`config.mk`:
```
export PLATFORM = sky130hd
export DESIGN_NAME = bcm_exec
export DESIGN_NICKNAME = d
export VERILOG_FILES = /design/src/core/bcm_pkg.sv /design/src/core/bcm_exec.sv /design/src/core/bcm_ram.sv
export SDC_FILE = /design/constraint.sdc
export NUM_CORES = 2
export LEC_CHECK = 0
export BUFFER_PORTS_ARGS = -buffer_cell sky130_fd_sc_hd__buf_2
export CORE_ASPECT_RATIO = 1.25
export CORE_MARGIN = 1
export CORE_UTILIZATION = 43
export CTS_CLUSTER_DIAMETER = 60
export DETAILED_ROUTE_END_ITERATION = 10
export PLACE_DENSITY = 0.67
export SYNTH_ARGS = -nofsm -noshare
export SYNTH_HDL_FRONTEND = slang
export SYNTH_SLANG_ARGS = --single-unit
```
`constraint.sdc`:
```
create_clock -name clock -period 5.5 [get_ports clock]
set_clock_uncertainty 0.05 [all_clocks]
set_input_delay 0.55 -clock clock [delete_from_list [all_inputs] [get_ports clock]]
set_output_delay 0.55 -clock clock [all_outputs]
set_load 0.1 [all_outputs]
```
`src/core/bcm_pkg.sv`:
```
// constants, types and the state encoding of the branch, call and move execution block
//
// Summary of operation
// - indirect jump loads accumulator plus data pointer
// - indirect jump keeps accumulator, pointer, flags
// - bit-clear branch: pc plus three, test bit
// - signed displacement added after pc advance
// - carry-clear branch: pc plus two, carry kept
// - accumulator nonzero branch, nothing modified
// - accumulator zero branch, nothing modified
// - call pushes pc plus three, low first
// - call loads target high then low byte
// - long jump loads full target, no flags
// - byte move copies source, nothing else changes
// - bit-clear branch never writes the tested bit
// - call and jump targets span 64K
package bcm_pkg;

  // opcodes of the instruction group
  localparam logic [7:0] OP_INDIRECT_JUMP = 8'h73;
  localparam logic [7:0] OP_BRANCH_BIT_CLEAR = 8'h30;
  localparam logic [7:0] OP_BRANCH_CARRY_CLEAR = 8'h50;
  localparam logic [7:0] OP_BRANCH_ACC_NONZERO = 8'h70;
  localparam logic [7:0] OP_BRANCH_ACC_ZERO = 8'h60;
  localparam logic [7:0] OP_LONG_CALL = 8'h12;
  localparam logic [7:0] OP_LONG_JUMP = 8'h02;
  localparam logic [7:0] OP_MOVE_DIR_DIR = 8'h85;
  localparam logic [7:0] OP_MOVE_DIR_IMM = 8'h75;

  // special function register addresses reachable by direct moves
  localparam logic [7:0] SFR_ACC = 8'he0;
  localparam logic [7:0] SFR_STACK_POINTER = 8'h81;
  localparam logic [7:0] SFR_DATA_POINTER_LO = 8'h82;
  localparam logic [7:0] SFR_DATA_POINTER_HI = 8'h83;
  localparam logic [7:0] SFR_STATUS = 8'hd0;

  // status word fields
  localparam int STATUS_CARRY_BIT = 7;
  localparam int STATUS_BANK_LO = 3;
  localparam int STATUS_BANK_HI = 4;

  // bit-addressable ram area base
  localparam logic [7:0] BIT_AREA_BASE = 8'h20;

  // reset values
  localparam logic [15:0] PC_RESET = 16'h0000;
  localparam logic [7:0] ACC_RESET = 8'h00;
  localparam logic [15:0] DATA_PTR_RESET = 16'h0000;
  localparam logic [7:0] SP_RESET = 8'h07;
  localparam logic [7:0] STATUS_RESET = 8'h00;

  // instruction lengths in bytes
  localparam logic [1:0] LEN_ONE = 2'h1;
  localparam logic [1:0] LEN_TWO = 2'h2;
  localparam logic [1:0] LEN_THREE = 2'h3;

  // internal ram geometry
  localparam int RAM_WIDTH = 8;
  localparam int RAM_DEPTH = 256;

  typedef enum logic [2:0] {
    K_NONE,
    K_ACC,
    K_REG,
    K_DIR,
    K_IND,
    K_IMM
  } bcm_kind_type;

  typedef enum logic [2:0] {
    S_IDLE,
    S_SRC_PTR,
    S_SRC,
    S_DST_PTR,
    S_BRANCH
  } bcm_state_type;

  // instruction bytes handed over by fetch
  typedef struct packed {
    logic valid;
    logic [7:0] opcode;
    logic [7:0] op1;
    logic [7:0] op2;
  } bcm_instr_type;

  // architectural state owned by the block
  typedef struct packed {
    logic [15:0] pc;
    logic [7:0] acc;
    logic [15:0] data_ptr;
    logic [7:0] sp;
    logic [7:0] status;
  } bcm_arch_type;

  typedef struct packed {
    logic legal;
    logic move;
    bcm_kind_type src;
    bcm_kind_type dst;
    logic [1:0] len;
  } bcm_dec_type;

endpackage : bcm_pkg

```
`src/core/bcm_exec.sv`:
```
// execution of jumps, relative branches, long call and byte moves
`timescale 1ns/1ps
`default_nettype none
module bcm_exec (
  // clock and reset
  input wire logic clock,
  input wire logic reset_n,
  input wire logic clock_en,
  // instruction from fetch
  input wire bcm_pkg::bcm_instr_type instr,
  output logic ready,
  output logic done,
  output logic illegal,
  // architectural state
  output bcm_pkg::bcm_arch_type arch
);

  typedef struct packed {
    bcm_pkg::bcm_state_type st;
    bcm_pkg::bcm_instr_type ins;
    bcm_pkg::bcm_arch_type arch;
    logic [7:0] hold;
    logic src_ram;
    logic ready;
    logic done;
    logic illegal;
  } bcm_exec_state_type;

  bcm_exec_state_type state_reg;
  bcm_exec_state_type state_next;
  logic [1:0] rst_sync_reg;
  logic rst_n;

  logic ram_we;
  logic [7:0] ram_waddr;
  logic [7:0] ram_wdata;
  logic [7:0] ram_raddr;
  logic [7:0] ram_rdata;

  assign rst_n = rst_sync_reg[1];
  assign ready = state_reg.ready;
  assign done = state_reg.done;
  assign illegal = state_reg.illegal;
  assign arch = state_reg.arch;

  always_ff @(posedge clock or negedge reset_n) begin
    if (!reset_n) begin
      rst_sync_reg <= 2'h0;
    end else begin
      rst_sync_reg <= {rst_sync_reg[0], 1'b1};
    end
  end

  bcm_ram #(
    .WIDTH(bcm_pkg::RAM_WIDTH),
    .DEPTH(bcm_pkg::RAM_DEPTH)
  ) u_ram (
    .clock(clock),
    .clock_en(clock_en),
    .write_en(ram_we),
    .write_addr(ram_waddr),
    .write_data(ram_wdata),
    .read_addr(ram_raddr),
    .read_data(ram_rdata)
  );

  // classify an opcode into source, destination and length
  function automatic bcm_pkg::bcm_dec_type decode(input logic [7:0] op);
    bcm_pkg::bcm_dec_type d;
    d = '{legal: 1'b1, move: 1'b1, src: bcm_pkg::K_NONE, dst: bcm_pkg::K_NONE,
          len: bcm_pkg::LEN_ONE};
    casez (op)
      8'h73: begin
        d.move = 1'b0;
      end
      8'h30, 8'h12, 8'h02: begin
        d.move = 1'b0;
        d.len = bcm_pkg::LEN_THREE;
      end
      8'h50, 8'h60, 8'h70: begin
        d.move = 1'b0;
        d.len = bcm_pkg::LEN_TWO;
      end
      8'b1110_1???: begin
        d.src = bcm_pkg::K_REG;
        d.dst = bcm_pkg::K_ACC;
      end
      8'he5: begin
        d.src = bcm_pkg::K_DIR;
        d.dst = bcm_pkg::K_ACC;
        d.len = bcm_pkg::LEN_TWO;
      end
      8'b1110_011?: begin
        d.src = bcm_pkg::K_IND;
        d.dst = bcm_pkg::K_ACC;
      end
      8'h74: begin
        d.src = bcm_pkg::K_IMM;
        d.dst = bcm_pkg::K_ACC;
        d.len = bcm_pkg::LEN_TWO;
      end
      8'b1111_1???: begin
        d.src = bcm_pkg::K_ACC;
        d.dst = bcm_pkg::K_REG;
      end
      8'b1010_1???: begin
        d.src = bcm_pkg::K_DIR;
        d.dst = bcm_pkg::K_REG;
        d.len = bcm_pkg::LEN_TWO;
      end
      8'b0111_1???: begin
        d.src = bcm_pkg::K_IMM;
        d.dst = bcm_pkg::K_REG;
        d.len = bcm_pkg::LEN_TWO;
      end
      8'hf5: begin
        d.src = bcm_pkg::K_ACC;
        d.dst = bcm_pkg::K_DIR;
        d.len = bcm_pkg::LEN_TWO;
      end
      8'b1000_1???: begin
        d.src = bcm_pkg::K_REG;
        d.dst = bcm_pkg::K_DIR;
        d.len = bcm_pkg::LEN_TWO;
      end
      8'h85: begin
        d.src = bcm_pkg::K_DIR;
        d.dst = bcm_pkg::K_DIR;
        d.len = bcm_pkg::LEN_THREE;
      end
      8'b1000_011?: begin
        d.src = bcm_pkg::K_IND;
        d.dst = bcm_pkg::K_DIR;
        d.len = bcm_pkg::LEN_TWO;
      end
      8'h75: begin
        d.src = bcm_pkg::K_IMM;
        d.dst = bcm_pkg::K_DIR;
        d.len = bcm_pkg::LEN_THREE;
      end
      8'b1111_011?: begin
        d.src = bcm_pkg::K_ACC;
        d.dst = bcm_pkg::K_IND;
      end
      8'b1010_011?: begin
        d.src = bcm_pkg::K_DIR;
        d.dst = bcm_pkg::K_IND;
        d.len = bcm_pkg::LEN_TWO;
      end
      8'b0111_011?: begin
        d.src = bcm_pkg::K_IMM;
        d.dst = bcm_pkg::K_IND;
        d.len = bcm_pkg::LEN_TWO;
      end
      default: begin
        d.legal = 1'b0;
        d.move = 1'b0;
      end
    endcase
    return d;
  endfunction : decode

  // special function register read; unmapped addresses read zero
  function automatic logic [7:0] sfr_read(input logic [7:0] a, input bcm_pkg::bcm_arch_type r);
    logic [7:0] v;
    v = 8'h00;
    if (a == bcm_pkg::SFR_ACC) v = r.acc;
    if (a == bcm_pkg::SFR_STACK_POINTER) v = r.sp;
    if (a == bcm_pkg::SFR_DATA_POINTER_LO) v = r.data_ptr[7:0];
    if (a == bcm_pkg::SFR_DATA_POINTER_HI) v = r.data_ptr[15:8];
    if (a == bcm_pkg::SFR_STATUS) v = r.status;
    return v;
  endfunction : sfr_read

  bcm_pkg::bcm_instr_type cur;
  bcm_pkg::bcm_dec_type dec;
  logic [1:0] bank;
  logic [7:0] reg_addr;
  logic [7:0] ptr_addr;
  logic [7:0] dst_dir;
  logic [7:0] imm;
  logic [7:0] rel;
  logic [15:0] pc_seq;
  logic [15:0] pc_rel;
  logic [7:0] value;
  logic [7:0] tested;
  logic taken;

  always_comb begin
    cur = (state_reg.st == bcm_pkg::S_IDLE) ? instr : state_reg.ins;
    dec = decode(cur.opcode);
    bank = state_reg.arch.status[bcm_pkg::STATUS_BANK_HI:bcm_pkg::STATUS_BANK_LO];
    reg_addr = {3'h0, bank, cur.opcode[2:0]};
    ptr_addr = {3'h0, bank, 2'h0, cur.opcode[0]};
    dst_dir = (cur.opcode == bcm_pkg::OP_MOVE_DIR_DIR) ? cur.op2 : cur.op1;
    imm = (cur.opcode == bcm_pkg::OP_MOVE_DIR_IMM) ? cur.op2 : cur.op1;
    rel = (cur.opcode == bcm_pkg::OP_BRANCH_BIT_CLEAR) ? cur.op2 : cur.op1;
    pc_seq = state_reg.arch.pc + {14'h0, dec.len};
    pc_rel = pc_seq + {{8{rel[7]}}, rel};
    value = state_reg.src_ram ? ram_rdata : state_reg.hold;
    tested = state_reg.src_ram ? ram_rdata : state_reg.hold;
    taken = 1'b0;
    state_next = state_reg;
    state_next.done = 1'b0;
    state_next.illegal = 1'b0;
    ram_we = 1'b0;
    ram_waddr = 8'h00;
    ram_wdata = 8'h00;
    ram_raddr = 8'h00;
    unique case (state_reg.st)
      bcm_pkg::S_IDLE: begin
        if (instr.valid) begin
          state_next.ins = instr;
          state_next.src_ram = 1'b0;
          if (!dec.legal) begin
            state_next.done = 1'b1;
            state_next.illegal = 1'b1;
          end else if (dec.move) begin
            state_next.ready = 1'b0;
            state_next.st = bcm_pkg::S_SRC;
            unique case (dec.src)
              bcm_pkg::K_ACC: state_next.hold = state_reg.arch.acc;
              bcm_pkg::K_IMM: state_next.hold = imm;
              bcm_pkg::K_REG: begin
                ram_raddr = reg_addr;
                state_next.src_ram = 1'b1;
              end
              bcm_pkg::K_DIR: begin
                if (cur.op1[7]) begin
                  state_next.hold = sfr_read(cur.op1, state_reg.arch);
                end else begin
                  ram_raddr = cur.op1;
                  state_next.src_ram = 1'b1;
                end
              end
              default: begin
                ram_raddr = ptr_addr;
                state_next.st = bcm_pkg::S_SRC_PTR;
              end
            endcase
          end else begin
            state_next.ready = 1'b0;
            state_next.st = bcm_pkg::S_BRANCH;
            if (cur.opcode == bcm_pkg::OP_BRANCH_BIT_CLEAR) begin
              if (cur.op1[7]) begin
                state_next.hold = sfr_read({cur.op1[7:3], 3'h0}, state_reg.arch);
              end else begin
                ram_raddr = bcm_pkg::BIT_AREA_BASE + {4'h0, cur.op1[6:3]};
                state_next.src_ram = 1'b1;
              end
            end
            if (cur.opcode == bcm_pkg::OP_LONG_CALL) begin
              ram_we = 1'b1;
              ram_waddr = state_reg.arch.sp + 8'h01;
              ram_wdata = pc_seq[7:0];
              state_next.arch.sp = state_reg.arch.sp + 8'h01;
              state_next.hold = pc_seq[15:8];
            end
          end
        end
      end
      bcm_pkg::S_SRC_PTR: begin
        ram_raddr = ram_rdata;
        state_next.src_ram = 1'b1;
        state_next.st = bcm_pkg::S_SRC;
      end
      bcm_pkg::S_SRC: begin
        state_next.st = bcm_pkg::S_IDLE;
        state_next.ready = 1'b1;
        state_next.done = 1'b1;
        state_next.arch.pc = pc_seq;
        unique case (dec.dst)
          bcm_pkg::K_ACC: state_next.arch.acc = value;
          bcm_pkg::K_REG: begin
            ram_we = 1'b1;
            ram_waddr = reg_addr;
            ram_wdata = value;
          end
          bcm_pkg::K_DIR: begin
            if (dst_dir[7]) begin
              if (dst_dir == bcm_pkg::SFR_ACC) state_next.arch.acc = value;
              if (dst_dir == bcm_pkg::SFR_STACK_POINTER) state_next.arch.sp = value;
              if (dst_dir == bcm_pkg::SFR_DATA_POINTER_LO) state_next.arch.data_ptr[7:0] = value;
              if (dst_dir == bcm_pkg::SFR_DATA_POINTER_HI) state_next.arch.data_ptr[15:8] = value;
              if (dst_dir == bcm_pkg::SFR_STATUS) state_next.arch.status = value;
            end else begin
              ram_we = 1'b1;
              ram_waddr = dst_dir;
              ram_wdata = value;
            end
          end
          default: begin
            ram_raddr = ptr_addr;
            state_next.hold = value;
            state_next.src_ram = 1'b0;
            state_next.st = bcm_pkg::S_DST_PTR;
            state_next.ready = 1'b0;
            state_next.done = 1'b0;
            state_next.arch.pc = state_reg.arch.pc;
          end
        endcase
      end
      bcm_pkg::S_DST_PTR: begin
        ram_we = 1'b1;
        ram_waddr = ram_rdata;
        ram_wdata = state_reg.hold;
        state_next.arch.pc = pc_seq;
        state_next.st = bcm_pkg::S_IDLE;
        state_next.ready = 1'b1;
        state_next.done = 1'b1;
      end
      bcm_pkg::S_BRANCH: begin
        state_next.st = bcm_pkg::S_IDLE;
        state_next.ready = 1'b1;
        state_next.done = 1'b1;
        state_next.arch.pc = pc_seq;
        unique case (cur.opcode)
          bcm_pkg::OP_INDIRECT_JUMP: begin
            state_next.arch.pc = state_reg.arch.data_ptr + {8'h00, state_reg.arch.acc};
          end
          bcm_pkg::OP_BRANCH_BIT_CLEAR: begin
            taken = ~tested[cur.op1[2:0]];
          end
          bcm_pkg::OP_BRANCH_CARRY_CLEAR: begin
            taken = ~state_reg.arch.status[bcm_pkg::STATUS_CARRY_BIT];
          end
          bcm_pkg::OP_BRANCH_ACC_NONZERO: begin
            taken = |state_reg.arch.acc;
          end
          bcm_pkg::OP_BRANCH_ACC_ZERO: begin
            taken = ~|state_reg.arch.acc;
          end
          bcm_pkg::OP_LONG_CALL: begin
            ram_we = 1'b1;
            ram_waddr = state_reg.arch.sp + 8'h01;
            ram_wdata = state_reg.hold;
            state_next.arch.sp = state_reg.arch.sp + 8'h01;
            state_next.arch.pc = {cur.op1, cur.op2};
          end
          default: begin
            state_next.arch.pc = {cur.op1, cur.op2};
          end
        endcase
        if (taken) begin
          state_next.arch.pc = pc_rel;
        end
      end
      default: begin
        state_next.st = bcm_pkg::S_IDLE;
        state_next.ready = 1'b1;
      end
    endcase
    // frozen state must not write the ram either
    if (!clock_en) begin
      ram_we = 1'b0;
    end
  end

  always_ff @(posedge clock or negedge rst_n) begin
    if (!rst_n) begin
      state_reg <= '{st: bcm_pkg::S_IDLE, ins: '0,
                     arch: '{pc: bcm_pkg::PC_RESET, acc: bcm_pkg::ACC_RESET,
                             data_ptr: bcm_pkg::DATA_PTR_RESET, sp: bcm_pkg::SP_RESET,
                             status: bcm_pkg::STATUS_RESET},
                     hold: 8'h00, src_ram: 1'b0, ready: 1'b1, done: 1'b0, illegal: 1'b0};
    end else if (clock_en) begin
      state_reg <= state_next;
    end
  end

endmodule : bcm_exec
`default_nettype wire

```
`src/core/bcm_ram.sv`:
```
// internal data ram with one write port and a registered read port
`timescale 1ns/1ps
`default_nettype none
module bcm_ram #(
  parameter int WIDTH = 8,
  parameter int DEPTH = 256,
  parameter int AW = $clog2(DEPTH)
) (
  // clock
  input wire logic clock,
  input wire logic clock_en,
  // write port
  input wire logic write_en,
  input wire logic [AW-1:0] write_addr,
  input wire logic [WIDTH-1:0] write_data,
  // read port
  input wire logic [AW-1:0] read_addr,
  output logic [WIDTH-1:0] read_data
);

  logic [WIDTH-1:0] mem_reg [DEPTH];

  always_ff @(posedge clock) begin
    if (clock_en) begin
      if (write_en) begin
        mem_reg[write_addr] <= write_data;
      end
      read_data <= mem_reg[read_addr];
    end
  end

endmodule : bcm_ram
`default_nettype wire

```
==> impl_metrics.json <==
{
  "synth_area_mm2": 0.0921,
  "grt-ovfl-total": 0,
  "min_path_type": "in2reg",
  "portBuffers": 86,
  "critPathSlowestCell": "o32a_2",
  "yosysWarnings": 0,
  "dp_hpwl_um": 206000,
  "worst_setup_path_end_kind": "flop",
  "die_y_um": 520,
  "crit_path_max_fanout": 23,
  "synth_seq_cells": 2153,
  "first_pass_iters": 6,
  "clk_latency_ps": 890,
  "ys_seq_area_share_pct": 69.7,
  "worst_path_most_repeated_cell": "buf_4",
  "crit_arrival_ps": 6070,
  "grt_pass1_wl_um": 442000,
  "fin_crit_ps": 5500,
  "ant_nets": 0,
  "synth.top_cells.by_count": "edfxtp_1, nand2_1, nand3_1, nor2_1, mux2i_1",
  "r2r_end": "u_ram.read_data[0]",
  "seq_area_mm2": 0.0642,
  "start_kind": "flop",
  "cts_made_buffers": 206,
  "cpPeakStageDelay_ps": 480,
  "fillCellCount": 17600,
  "track_usage_pct": 28.1,
  "critPathKind": "reg2reg",
  "period_share_pct": 100,
  "stdcell_count": 10700,
  "max_freq_mhz": 182,
  "htree_num_levels": 4,
  "power_density_mw_per_mm2": 448,
  "dr.first_iter.drc_count": 8132,
  "fin_nets": 7809,
  "grt_pass1_vias": 62200,
  "multiInputGateArea_mm2": 0.0257,
  "yosys-top-cells-area": "edfxtp_1, nand2_1, mux2i_1",
  "pre_cts_slack_ps": -516,
  "synth-main-ff-cell": "edfxtp_1",
  "drc": 0,
  "die_area_mm2": 0.216,
  "path_buf_inv": 7,
  "drive_above_1_share_pct": 19.4,
  "syn_inst": 7039,
  "leakagePower_nw": 41.5,
  "cp_top_family": "simple AND/OR/NAND/NOR gates",
  "synthXorXnorAreaFrac_pct": 0.513,
  "worstPathRequired_ps": 6070,
  "busiest_layer": "met2",
  "hold_viol": 0,
  "cts_root_buf": "clkbuf_16",
  "failed_checks": "setup timing",
  "wl_per_cell_um": 29.1,
  "area_growth_pct": 18.0,
  "synth_top_area_share_pct": 67.0,
  "clk_pin_slew_ps": 60,
  "tightestPinTransition_ps": 1240,
  "final-max-slew-violation-count": 0,
  "synth_nets": 7096,
  "grt_max_degree": 197,
  "avgViaCountPerCell": 6.06,
  "ir_drop_v": 0.000263,
  "synth_fa_ha_area_share_pct": 0.418,
  "cts_tree": "built",
  "yosys.area.top_type": "edfxtp_1",
  "rr_worst_depth": 18,
  "slew_headroom_pct": 17.0,
  "whs_endpoint": "state_reg[89]",
  "largest_reg_flops": 2048,
  "synth-simple-area-share_pct": 13.6,
  "met3_usage_pct": 5.27,
  "use_met1_pct": 33.8,
  "reg2reg_from": "state_reg[95]",
  "gp_congestion": 0.994,
  "async_flop_share_pct": 4.51,
  "synth_edf_count": 2056,
  "fin_total_pwr_mw": 48.8,
  "antenna_found_initial": 13,
  "rsz0062_at_grt": "true",
  "core-area_mm2": 0.213,
  "synth_cell_types": 102,
  "num_rows": 189,
  "synth.avg_cell_area_um2": 13.1,
  "clock-sinks": 2153,
  "vias": 64800,
  "dp.cells": 10300,
  "fin_ws_ps": -1.07,
  "synth_most_common_cell": "edfxtp_1",
  "synth_compound_gate_area_share_pct": 7.16,
  "die_w_um": 416,
  "min_from": "instr[21]",
  "fin_tns_setup_ps": -1.07,
  "start_util_pct": 43.3,
  "worst-r2r-setup-slack_ps": -1,
  "holdPathStages": 3,
  "wl_um": 311000,
  "synth_top_family_by_area": "simple AND/OR/NAND/NOR gates",
  "whs_ps": 59.8,
  "synth.area.mux_share_pct": 5.53,
  "ios": 87,
  "met2_usage_pct": 45.8,
  "setup_violations": 1,
  "path_cells": "or3_1, buf_6, buf_4, buf_4, and4_1, a2bb2oi_4, nand4_4, buf_4, nor4b_1, buf_4, o32a_2, buf_4, buf_4, nor2_4, nand3_1, o2111ai_1, a32oi_1, a211o_1",
  "cts_buffer_depth": 4,
  "cap_viol_max_count": 0,
  "outcome": "finished, violations left"
}
repair_timing:
action / CTS / global route
endpoints found under the hold margin: 18 / 0
gates resized for setup: 19 / 59
pin swaps: 3 / 18
setup endpoints to repair: 114 / 683
cloned: 0 / 3
setup buffers: 6 / 9
hold buffers: 18 / 0
report_power, final:
group | leakage [nW] | internal [mW] | switching [mW]
sequential | 24.4 | 18.0 | 0.419
clock | 3.10 | 7.52 | 6.19
combinational | 14.0 | 5.72 | 10.9
total | 41.5 | 31.2 | 17.5
tightest hold or removal path, stage by stage:
cell,delay [ps]
buf_2,120
buf_4,140
mux2_2,140
worst max path at each step:
stage / startpoint / to / slack [ps] / depth (start not counted)
floorplan: state_reg[93] / u_ram.mem_reg[0][0] / -850 / 12
global placement: state_reg[95] / u_ram.read_data[0] / -550 / 18
detailed placement: state_reg[95] / u_ram.read_data[0] / -520 / 18
CTS: state_reg[95] / u_ram.mem_reg[142][4] / 4 / 19
global route: state_reg[95] / u_ram.read_data[5] / -50 / 23
finish: state_reg[95] / u_ram.read_data[0] / -1 / 18
final cells by class:
cell class,count,area share [%]
sequential,2153,59.0
timing repair buffer,1018,8.22
inverter,32,0.110
tap,2769,3.19
clock buffer,246,4.90
multi-input combinational,4341,23.6
clock inverter,123,0.916
antenna,7,0.0161
per-layer routing:
metal,vias up,wire (um)
li1,27700,-
met1,32300,109000
met5,-,90
met3,912,29800
met2,3835,147000
met4,10,24700
kinds of logic (layout without fill, tap and decap cells):
family	after synthesis	in the layout
simple gates	2893	2893
flops	2153	2153
compound gates	950	950
buf+inv	545	1419
mux	414	414
xor+xnor	54	54
fa+ha+maj	29	29
other cells	1	8
cell usage in the layout (no fill, tap or decap), drive strengths merged, types with 49 or more instances in the layout:
| master | instances |
|---|---|
| edfxtp | 2056 |
| nand2 | 1589 |
| buf | 997 |
| nand3 | 562 |
| nor2 | 394 |
| mux2i | 296 |
| clkbuf | 249 |
| a21oi | 238 |
| o21ai | 134 |
| and3 | 116 |
| dfrtp | 93 |
| a31oi | 92 |
| clkinv | 92 |
| a311oi | 71 |
| mux4 | 70 |
| nor3 | 49 |
through the flow:
step | cell area (um^2) | util (%)
4_1_cts | 108000 | 51.0
6_report | 109000 | 51.1
5_1_grt | 109000 | 51.1
3_3_place_gp | 102000 | 47.8
2_1_floorplan | 92400 | -
3_5_place_dp | 102000 | 47.8
Note: power is estimated with default switching activity, not from simulation.
